### src/srw_pkg.sv
// Purpose: Shared constants, bus carriers and state types for the timing
//          reference capture windowing block.
// Assumes: 32-bit AXI4-Lite register access, one aligned word per register.
// Notes:   Register constants are word indexes; byte address is index * 4.
package srw_pkg;

  localparam int unsigned TAPS       = 24;
  localparam int unsigned SEL_W      = 4;
  localparam int unsigned CNT_W      = 16;
  localparam int unsigned ADDR_W     = 12;
  localparam int unsigned IDX_W      = 8;

  localparam logic [7:0] IDX_MAP_LOW  = 8'h2c;
  localparam logic [7:0] IDX_MAP_MID  = 8'h2d;
  localparam logic [7:0] IDX_MAP_HIGH = 8'h2e;
  localparam logic [7:0] IDX_CTRL     = 8'h30;
  localparam logic [7:0] IDX_PERIOD   = 8'h31;
  localparam logic [7:0] IDX_STATUS   = 8'h32;

  localparam int unsigned CTRL_SEL_LSB  = 0;
  localparam int unsigned CTRL_FINE_BIT = 4;
  localparam int unsigned CTRL_MODE_BIT = 8;
  localparam int unsigned STAT_SEEN_BIT = 16;

  localparam logic [SEL_W-1:0] SEL_RESET    = 4'h0;
  localparam logic             FINE_RESET   = 1'b1;
  localparam logic             MODE_RESET   = 1'b0;
  localparam logic [CNT_W-1:0] PERIOD_RESET = 16'h0020;
  localparam logic [TAPS-1:0]  MAP_RESET    = 24'hffffff;
  localparam logic [TAPS-1:0]  MAP_ENDS     = 24'h800001;

  localparam logic [1:0] RESP_OKAY   = 2'h0;
  localparam logic [1:0] RESP_SLVERR = 2'h2;

  // Mode bit value: 0 selects 8B/10B framing, 1 selects 64B/66B framing.
  localparam logic MODE_64B66B = 1'b1;

  typedef struct packed {
    logic              awvalid;
    logic [ADDR_W-1:0] awaddr;
    logic              wvalid;
    logic [31:0]       wdata;
    logic [3:0]        wstrb;
    logic              bready;
    logic              arvalid;
    logic [ADDR_W-1:0] araddr;
    logic              rready;
  } srw_axi_req_t;

  typedef struct packed {
    logic        awready;
    logic        wready;
    logic        bvalid;
    logic [1:0]  bresp;
    logic        arready;
    logic        rvalid;
    logic [31:0] rdata;
    logic [1:0]  rresp;
  } srw_axi_rsp_t;

  typedef struct packed {
    logic             awready;
    logic             wready;
    logic             bvalid;
    logic [1:0]       bresp;
    logic             aw_held;
    logic             w_held;
    logic [IDX_W-1:0] awidx;
    logic [31:0]      wdata;
    logic [3:0]       wstrb;
    logic             arready;
    logic             rvalid;
    logic [31:0]      rdata;
    logic [1:0]       rresp;
    logic [SEL_W-1:0] sel;
    logic             fine;
    logic             mode;
    logic [CNT_W-1:0] period;
    logic [TAPS-1:0]  risk_map;
    logic             cap_prev;
    logic             capture;
    logic             seen;
    logic [CNT_W-1:0] frame_cnt;
    logic             lmfc_edge;
    logic             lemc_edge;
  } srw_state_t;

endpackage

### src/srw_sync3.sv
// Purpose: Three-stage synchroniser with agreement filter for tap samples.
// Assumes: Inputs are asynchronous to i_mclk.
// Notes:   A bit moves to o_stable only when stages two and three agree.
`timescale 1ns/1ps
module srw_sync3 #(
  parameter int unsigned W = 24
) (
  input  wire logic         i_mclk,
  input  wire logic         i_srst,
  input  wire logic [W-1:0] i_async,
  output logic      [W-1:0] o_stable
);

  typedef struct packed {
    logic [W-1:0] ff1;
    logic [W-1:0] ff2;
    logic [W-1:0] ff3;
    logic [W-1:0] stable;
  } srw_sync_t;

  srw_sync_t s;
  srw_sync_t next_s;
  logic [W-1:0] agree;

  assign agree = s.ff2 ~^ s.ff3;

  always_comb begin
    next_s        = s;
    next_s.ff1    = i_async;
    next_s.ff2    = s.ff1;
    next_s.ff3    = s.ff2;
    next_s.stable = (agree & s.ff3) | (~agree & s.stable);
  end

  always_ff @(posedge i_mclk) begin
    if (i_srst) begin
      s <= '0;
    end else begin
      s <= next_s;
    end
  end

  assign o_stable = s.stable;
endmodule

### src/srw_window_top.sv
// Purpose: Timing reference capture with a 24-position risk detector,
//          selectable capture tap and frame counter reset.
// Assumes: An external delay line samples the reference at 24 delayed
//          copies of the device clock edge, with its step size set by o_fine_delay_step.
// Notes:   Registers are reached over AXI4-Lite.
// How it works
// [RQ1] The reference is always captured at one fixed, selected tap edge.
// [RQ2] The source may send one pulse or a periodic reference.
// [RQ3] 8B/10B periodic reference divides the multiframe clock rate.
// [RQ4] 64B/66B periodic reference divides the extended multiblock rate.
// [RQ5] A window scheme replaces setup and hold limits on the reference.
// [RQ6] Twenty-four candidate positions each map to one read-only map bit.
// [RQ7] A map bit reads 1 for risky positions and 0 for safe ones.
// [RQ8] Map bits 0 and 23 always read 1.
// [RQ9] The select field indexes the map bit whose tap captures the reference.
// [RQ10] Select reaches taps 0 to 15 only; taps 16 to 23 inform.
// [RQ11] A step bit picks coarse (0) or fine (1) delay steps.
// [RQ12] Software should keep fine steps unless no transition shows.
// [RQ13] Apply clock and reference first, then read map and program select.
// [RQ14] Pick the safe midpoint; prefer lower select values on ties.
// [RQ15] The best select may be found once and reapplied at power-up.
// [RQ16] A capture resets the multiframe or extended multiblock counter.
// [RQ17] The map keeps tracking reference edges; writes to it are ignored.
//
// Our own choice: the AXI4-Lite interface to the registers.
`timescale 1ns/1ps
module srw_window_top #(
  parameter int unsigned TAPS  = srw_pkg::TAPS,
  parameter int unsigned CNT_W = srw_pkg::CNT_W
) (
  input  wire logic                  i_mclk,
  input  wire logic                  i_srst,
  input  wire srw_pkg::srw_axi_req_t i_axi,
  output srw_pkg::srw_axi_rsp_t      o_axi,
  input  wire logic [TAPS-1:0]       i_tap_samples,
  output logic                       o_fine_delay_step,
  output logic                       o_sysref_capture,
  output logic                       o_lmfc_edge,
  output logic                       o_lemc_edge
);

  srw_pkg::srw_state_t s;
  srw_pkg::srw_state_t next_s;

  logic [TAPS-1:0] taps;
  logic [TAPS-1:0] risk;
  logic            mixed;
  logic            cur_tap;
  logic            evt;
  logic            wr_go;
  logic [7:0]      ridx;

  // The delay line outputs are asynchronous; all of them are filtered alike
  // so that a boundary between taps cannot be seen one cycle skewed.
  srw_sync3 #(
    .W (TAPS)
  ) u_sync (
    .i_mclk   (i_mclk),
    .i_srst   (i_srst),
    .i_async  (i_tap_samples),
    .o_stable (taps)
  );

  // One risk bit per candidate tap position.
  genvar gi;
  generate
    for (gi = 0; gi < TAPS; gi++) begin : g_risk // see [RQ6]
      if (gi == 0 || gi == TAPS - 1) begin : g_end
        assign risk[gi] = 1'b1; // see [RQ8]
      end else begin : g_mid
        // A tap next to a level change sits on the edge of the reference.
        assign risk[gi] = (taps[gi] ^ taps[gi-1]) |
                          (taps[gi] ^ taps[gi+1]); // see [RQ7]
      end
    end
  endgenerate

  assign mixed   = (taps != '0) && (taps != '1);
  // The select is only four bits wide, so taps 16 and up cannot be chosen.
  assign cur_tap = taps[s.sel]; // see [RQ9] [RQ10]
  assign evt     = cur_tap & ~s.cap_prev;
  assign wr_go   = s.aw_held && s.w_held && !s.bvalid;
  assign ridx    = i_axi.araddr[9:2];

  function automatic logic [7:0] merge8(input logic [7:0] old_v,
                                        input logic [7:0] new_v,
                                        input logic       en);
    merge8 = en ? new_v : old_v;
  endfunction

  always_comb begin
    next_s           = s;
    next_s.lmfc_edge = 1'b0;
    next_s.lemc_edge = 1'b0;
    next_s.capture   = 1'b0;

    if (i_axi.awvalid && s.awready) begin
      next_s.aw_held = 1'b1;
      next_s.awidx   = i_axi.awaddr[9:2];
      next_s.awready = 1'b0;
    end
    if (i_axi.wvalid && s.wready) begin
      next_s.w_held = 1'b1;
      next_s.wdata  = i_axi.wdata;
      next_s.wstrb  = i_axi.wstrb;
      next_s.wready = 1'b0;
    end
    if (s.bvalid && i_axi.bready) begin
      next_s.bvalid  = 1'b0;
      next_s.awready = 1'b1;
      next_s.wready  = 1'b1;
    end

    // Detector first, so that a step-size write below can override it.
    if (mixed) begin
      next_s.risk_map = risk; // see [RQ17]
    end

    if (wr_go) begin
      next_s.bvalid  = 1'b1;
      next_s.aw_held = 1'b0;
      next_s.w_held  = 1'b0;
      next_s.bresp   = srw_pkg::RESP_OKAY;
      unique case (s.awidx)
        srw_pkg::IDX_CTRL: begin
          if (s.wstrb[0]) begin
            next_s.sel  = s.wdata[srw_pkg::CTRL_SEL_LSB +: srw_pkg::SEL_W];
            next_s.fine = s.wdata[srw_pkg::CTRL_FINE_BIT]; // see [RQ11]
            // A new step size makes the old map meaningless until the
            // next reference edge refreshes it.
            if (s.wdata[srw_pkg::CTRL_FINE_BIT] != s.fine) begin
              next_s.risk_map = srw_pkg::MAP_RESET;
            end
          end
          if (s.wstrb[1]) begin
            next_s.mode = s.wdata[srw_pkg::CTRL_MODE_BIT];
          end
        end
        srw_pkg::IDX_PERIOD: begin
          next_s.period = {merge8(s.period[15:8], s.wdata[15:8], s.wstrb[1]),
                           merge8(s.period[7:0], s.wdata[7:0], s.wstrb[0])};
        end
        srw_pkg::IDX_MAP_LOW, srw_pkg::IDX_MAP_MID, srw_pkg::IDX_MAP_HIGH,
        srw_pkg::IDX_STATUS: begin
          next_s.bresp = srw_pkg::RESP_OKAY; // see [RQ17]
        end
        default: begin
          next_s.bresp = srw_pkg::RESP_SLVERR;
        end
      endcase
    end

    if (i_axi.arvalid && s.arready) begin
      next_s.arready = 1'b0;
      next_s.rvalid  = 1'b1;
      next_s.rresp   = srw_pkg::RESP_OKAY;
      unique case (ridx)
        srw_pkg::IDX_MAP_LOW:  next_s.rdata = {24'h000000, s.risk_map[7:0]};
        srw_pkg::IDX_MAP_MID:  next_s.rdata = {24'h000000, s.risk_map[15:8]};
        srw_pkg::IDX_MAP_HIGH: next_s.rdata = {24'h000000, s.risk_map[23:16]};
        srw_pkg::IDX_CTRL:
          next_s.rdata = {23'h000000, s.mode, 3'h0, s.fine, s.sel};
        srw_pkg::IDX_PERIOD:   next_s.rdata = {16'h0000, s.period};
        srw_pkg::IDX_STATUS:   next_s.rdata = {15'h0000, s.seen, s.frame_cnt};
        default: begin
          next_s.rdata = 32'h00000000;
          next_s.rresp = srw_pkg::RESP_SLVERR;
        end
      endcase
    end
    if (s.rvalid && i_axi.rready) begin
      next_s.rvalid  = 1'b0;
      next_s.arready = 1'b1;
    end

    // Capture tracks the selected tap only; changing the select while the
    // reference is high may report one extra capture.
    next_s.cap_prev = cur_tap; // see [RQ1]
    if (evt) begin
      next_s.capture   = 1'b1;
      next_s.seen      = 1'b1;
      next_s.frame_cnt = '0; // see [RQ16]
    end else if ((CNT_W'(s.frame_cnt + 1'b1)) >= s.period) begin
      next_s.frame_cnt = '0;
    end else begin
      next_s.frame_cnt = CNT_W'(s.frame_cnt + 1'b1);
    end
    if (next_s.frame_cnt == '0) begin
      next_s.lmfc_edge = (s.mode != srw_pkg::MODE_64B66B); // see [RQ16]
      next_s.lemc_edge = (s.mode == srw_pkg::MODE_64B66B);
    end
  end

  always_ff @(posedge i_mclk) begin
    if (i_srst) begin
      s          <= '0;
      s.awready  <= 1'b1;
      s.wready   <= 1'b1;
      s.arready  <= 1'b1;
      s.sel      <= srw_pkg::SEL_RESET;
      s.fine     <= srw_pkg::FINE_RESET;
      s.mode     <= srw_pkg::MODE_RESET;
      s.period   <= srw_pkg::PERIOD_RESET;
      s.risk_map <= srw_pkg::MAP_RESET;
    end else begin
      s <= next_s;
    end
  end

  assign o_axi.awready     = s.awready;
  assign o_axi.wready      = s.wready;
  assign o_axi.bvalid      = s.bvalid;
  assign o_axi.bresp       = s.bresp;
  assign o_axi.arready     = s.arready;
  assign o_axi.rvalid      = s.rvalid;
  assign o_axi.rdata       = s.rdata;
  assign o_axi.rresp       = s.rresp;
  assign o_fine_delay_step = s.fine;
  assign o_sysref_capture  = s.capture;
  assign o_lmfc_edge       = s.lmfc_edge;
  assign o_lemc_edge       = s.lemc_edge;
endmodule

### config.mk
export PLATFORM = sky130hd
export DESIGN_NAME = srw_window_top
export DESIGN_NICKNAME = d
export VERILOG_FILES = /design/src/srw_pkg.sv /design/src/srw_sync3.sv /design/src/srw_window_top.sv
export SDC_FILE = /design/constraint.sdc
export NUM_CORES = 1
export LEC_CHECK = 0
export ABC_CLOCK_PERIOD_IN_PS = 2900
export BUFFER_PORTS_ARGS = -buffer_cell sky130_fd_sc_hd__buf_4
export CORE_ASPECT_RATIO = 0.7
export CORE_MARGIN = 5
export CORE_UTILIZATION = 53
export CTS_BUF_LIST = sky130_fd_sc_hd__clkbuf_8
export CTS_CLUSTER_DIAMETER = 100
export DETAILED_ROUTE_END_ITERATION = 7
export HOLD_SLACK_MARGIN = 0.1
export PLACE_DENSITY = 0.81
export SYNTH_ARGS = -nofsm -noshare
export SYNTH_HDL_FRONTEND = slang
export SYNTH_SLANG_ARGS = --single-unit
### constraint.sdc
create_clock -name i_mclk -period 2.9 [get_ports i_mclk]
set_clock_uncertainty 0.2 [all_clocks]
set_input_delay 0.29 -clock i_mclk [delete_from_list [all_inputs] [get_ports i_mclk]]
set_output_delay 0.29 -clock i_mclk [all_outputs]
set_load 0.05 [all_outputs]
After elaboration in Yosys (flattened, before gate mapping)

Index checks and enable logic that the tools add are counted.

Output and inout bits: 45
Input bits: 91
Register bits: 232
Logic and storage cells: 139

Reduce and logical (&&, ||, !) cells: 22
Add/sub/neg operators: 1
Eq/ne operators: 14
Muxes and demuxes: 17
Magnitude comparators: 2
Bitwise operators: 54

Operator list:

| cell                                                                         | count |
|---|---|
| 24-bit two-way mux                                                           | 5 |
| 17-bit case mux with 6 select lines                                          | 1 |
| 8-bit by 6-bit equality test with 1-bit output, second input constant        | 12 |
| 24-bit bitwise AND                                                           | 2 |
| 16-bit two-way mux                                                           | 2 |
| 24-bit inequality test, second input constant                                | 1 |
| 24-bit inverter                                                              | 1 |
| 24-bit OR                                                                    | 1 |
| 24-bit nonzero test                                                          | 1 |
| 24-bit bitwise XNOR                                                          | 1 |
| 1-bit bitwise XOR                                                            | 23 |
| 1-bit OR                                                                     | 22 |
| 16-bit by 1-bit adder with 16-bit output, second input constant              | 1 |
| 16-bit greater-or-equal comparator                                           | 1 |
| 16-bit logical NOT                                                           | 1 |
| 3-bit AND reduction                                                          | 4 |
| 6-bit OR reduction                                                           | 2 |
| 1-bit logical AND                                                            | 8 |
| 2-bit OR reduction                                                           | 4 |
| 4-bit by 6-bit less-than comparator with 1-bit output, second input constant | 1 |
| 2-bit two-way mux                                                            | 3 |
| 5-bit two-way mux                                                            | 1 |
| 1-bit binary-select mux with 4-bit select                                    | 1 |
| 1-bit two-way mux                                                            | 4 |
| 5 further kinds                                                              | 7 |

Logic depth before layout (Yosys ltp)

Word-level depth: 7
Mapped depth: 12
Mapped depth without buffers: 11

Hierarchy

From an unflattened synthesis, not the netlist that was laid out.

Cells, all modules: 1,048
Area total of the unflattened synthesis: 9,380.2 um^2

By module, submodules not included:

| module         | cells each | sequential area each (um^2) | area each (um^2) | times used |
|---|---|---|---|---|
| srw_window_top | 774        | 2,382.3                     | 6,444.9          | 1 |
| srw_sync3      | 274        | 1,921.8                     | 2,935.3          | 1 |

Least setup slack after synthesis

Ideal clock, no wire load.

Path type: register to register
Start point: register s[7] in the netlist's numbering
End point: register s, in the netlist o_lmfc_edge
Library setup time: 0.122 ns
Setup slack: 0.052 ns
Data required time: 2.578 ns
Period minus slack after synthesis: 2.848 ns
Cell stages (with the launch flop): 13
Path buffers: 2
Data arrival time: 2.527 ns
Cells stage by stage: dfxtp_1 > buf_2 > nand4_1 > or3_4 > nor2_1 > xor2_1 > ha_1 > a21oi_1 > o21ai_0 > a31oi_1 > nand4_2 > buf_4 > o2bb2ai_1

Word-level cells in the longest chain between the ends: 7

RTL lines:

| item                                       | RTL line                                     | source |
|---|---|---|
| start, declared                            | srw_window_top.sv:42                         | `srw_pkg::srw_state_t s;` |
| start signal, assigned                     | srw_window_top.sv:206                        | `s <= next_s;` |
| 16-bit by 1-bit adder with 16-bit output * | srw_window_top.sv:183, srw_window_top.sv:186 |  |
| 16-bit greater-or-equal comparator         | srw_window_top.sv:183                        | `end else if ((CNT_W'(s.frame_cnt + 1'b1)) >= s.period) begin` |
| 16-bit two-way mux *                       | srw_window_top.sv:183                        |  |
| 16-bit two-way mux *                       | srw_window_top.sv:179                        | `if (evt) begin` |
| 16-bit logical NOT *                       | srw_window_top.sv:188                        | `if (next_s.frame_cnt == '0) begin` |
| 1-bit inverter (no line) *                 | n/a                                          |  |
| 2-bit OR reduction (no line) *             | n/a                                          |  |

Mark *: on every way between the ends. The rest lies on a longest branch, timed or not.
A chain may end at the register's enable or synchronous reset.

Final worst setup path

Start point: register s[5] in the netlist's numbering
End point: register s[13] in the netlist's numbering

Word-level cells in the longest chain between the ends: 4

RTL lines:

| item                                       | RTL line |
|---|---|
| 16-bit by 1-bit adder with 16-bit output * | srw_window_top.sv:183, srw_window_top.sv:186 |
| 16-bit greater-or-equal comparator         | srw_window_top.sv:183 |
| 16-bit two-way mux *                       | srw_window_top.sv:183 |
| 16-bit two-way mux *                       | srw_window_top.sv:179 |

Marks and branches as above.

==> results_dict.tcl <==
set metrics [dict create \
    finalMaxSlewViolations 0 \
    first_global_vias 7170 \
    powerDensity_nw_per_um2 541 \
    status "complete, no violations" \
    synthMuxAreaShare_pct 2.42 \
    grt_antenna_before_repair 0 \
    fp.dieH_um 121 \
    path_cells "nand3_4, or3_4, buf_4, xnor2_2, ha_1, a21oi_1, o21ai_0, a22oi_2, nand4_2, buf_6, nor3b_1" \
    coreArea_um2 17200 \
    finalWorstSetupSlack_ns 0.0858 \
    synthDistinctLibCells 65 \
    layout-drive-gt1-share_pct 17.4 \
    fin_crit_ns 2.81 \
    async_reset_ff_share_pct 0 \
    vias_per_cell 5.32 \
    hold_class "in -> reg" \
    cts_buffers 34 \
    drc 0 \
    cts.sinks 215 \
    diodes 0 \
    crit_buf_inv 2 \
    max-clock-path-buffers 3 \
    drt_iter0_markers 627 \
    path_class "reg -> reg" \
    syn_area_um2 9270 \
    cp.required_ns 3.11 \
    fp.dieW_um 168 \
    cp-end-kind "flop" \
    postRouteWirelength_um 21700 \
    hold_violations 0 \
    cts_tree "yes" \
    synth_compound_area_share_pct 13.6 \
    grt_pass1_wl_um 35500 \
    place_ws_ns -0.0142 \
    areaGrowthSynthToFinish_pct 25.3 \
    synth_top_flop_cell "dfxtp_1" \
    pin_count 136 \
    ys_seq_area_share_pct 46.4 \
    start_util_pct 54.0 \
    synthCells 1049 \
    grt_max_degree 118 \
    die_area_um2 20300 \
    p_leak_nw 4.79 \
    core.rowCount 40 \
    synth-simple-area-share_pct 21.4 \
    clk_pin_slew_ns 0.06 \
    grt_overflow_total 0 \
    avgRoutedWirePerCell_um 14.9 \
    hold_ws_ns 0.135 \
    syn_avg_cell_area_um2 8.84 \
    cpPeakStageDelay_ns 0.45 \
    max_slew_margin_pct 56.3 \
    grtUsageTotal_pct 20.9 \
    rsz0062_at_grt "yes" \
    vias 7748 \
    numPortBuffers 92 \
    synth_warnings 0 \
    root_buffer "clkbuf_8" \
    yosys.area_share.xor_xnor_pct 2.74 \
    fmax_mhz 355 \
    cp.arrival_ns 3.03 \
    dp_hpwl_um 14400 \
    synth_edf_count 0 \
    maxCapViolations 0 \
    fin_nets 1334 \
    period_share_pct 97.0 \
    tightest_slew_ns 0.655 \
    drtPass1Iterations 5 \
    gp_congestion 0.906 \
    ctsHtreeMaxLevel 2 \
    synthAdderAreaFrac_pct 5.53 \
    final_cell_count_no_fill 1457 \
    synth_top_family_by_area "simple AND/OR/NAND/NOR gates" \
    final_util_pct 67.6 \
    dp_cells 1322 \
    ys_seq_elements 215 \
    crit_slowest_cell "or3_4" \
    nFillCells 1291 \
    startpoint_type "flop" \
    vdd_drop_max_uv 422 \
    cp_top_family "simple AND/OR/NAND/NOR gates" \
    setup_viol 0 \
    postRouteAntennaNets 0 \
    p_total_mw 6.28 \
    crit_fanout 12 \
    clk_latency_ns 0.52 \
]
cell families after synthesis:
group	after synthesis
and+or+nand+nor	389
DFF	215
AOI/OAI and AO/OA	206
buffers and inverters	147
adders and majority gates	41
xor gates and xnor gates	29
muxes	21
other	1
final timing paths:
| path | from | endpoint | slack (ns) | cells after the start |
|---|---|---|---|---|
| setup / recovery | s[5] | s[13] | 0.09 | 11 |
| hold / removal | i_axi[13] | o_axi[6] | 0.14 | 4 |
| setup reg to reg | s[5] | s[13] | 0.09 | 11 |
| hold reg to reg | u_sync.next_s[56] | u_sync.next_s[32] | 0.23 | 1 |
repair_timing:
action | 4_1_cts | 5_1_grt
hold endpoints to repair | 97 | 0
setup buffers | 1 | 2
hold buffers | 72 | 0
resized for setup | 1 | 31
pin swaps | 1 | 10
endpoints found under the setup margin | 8 | 18
cell type report:
cell class	instances	area [µm²]	area share (%)
Clock buffer	43	592	5.10
Clock inverter	17	103	0.884
Inverter	48	180	1.55
Multi-Input combinational cell	703	4440	38.2
Sequential cell	215	4310	37.1
Tap cell	231	289	2.49
Timing Repair Buffer	200	1700	14.7
stage by stage:
| stage | setup TNS (ns) | instance area [µm²] |
|---|---|---|
| 2_1_floorplan | 0 | 9330 |
| 3_3_place_gp | 0 | 10000 |
| 3_5_place_dp | -0.0190 | 10000 |
| 4_1_cts | 0 | 11500 |
| 5_1_grt | -0.549 | 11600 |
| 6_report | 0 | 11600 |
synthesized netlist by cell type (15+ instances only):
cell type,instances,area share (%)
o21ai_0,64,3.5
dfxtp_1,215,46
inv_1,48,1.9
nor2_1,61,2.5
ha_1,41,5.5
clkbuf_1,36,1.5
a21oi_1,77,4.2
xor2_1,22,2.1
nand3_1,15,0.81
mux2i_1,19,2.1
nor3b_1,17,1.4
nor3_1,35,1.9
nand2_1,127,5.1
buf_4,42,3.4
nor2b_1,77,5.2
report_power, final:
part / switching (mW) / internal, mW
combinational: 0.327 / 0.265
clock: 1.14 / 1.43
sequential: 0.0629 / 3.06
total: 1.53 / 4.75
per-layer routing:
layer	routed length (µm)	vias to the layer above	GRT usage, %
met5	0	-	0
met4	330	0	4.66
met3	1800	42	4.48
met2	9260	261	30.5
met1	10300	3626	31.6
li1	-	3819	-
tightest hold or removal path, cell delays in order:
cell and delay, ns:
buf_4 0.12, and2_1 0.22, nor2_1 0.11, nor3_1 0.05
layout by cell type (no fill, tap or decap), drive strengths merged, types with 3 or more instances in the layout:
cell type	count
a221o	5
nand3b	3
inv	62
o21ai	64
nor2	62
and3	9
a22oi	14
a21oi	78
buf	128
and2	3
nand4	13
a22o	7
nand2b	4
conb	17
ha	41
or3	4
xnor2	7
mux2i	19
nor2b	77
dlygate4sd3	72
a211oi	3
clkbuf	43
xor2	22
a221oi	4
nand3	15
nor4	6
and3b	3
dfxtp	215
nor3	37
o2111ai	4
o211ai	3
nor3b	18
nand2	127
o2bb2ai	5
Power figures use the tool's default switching activity.
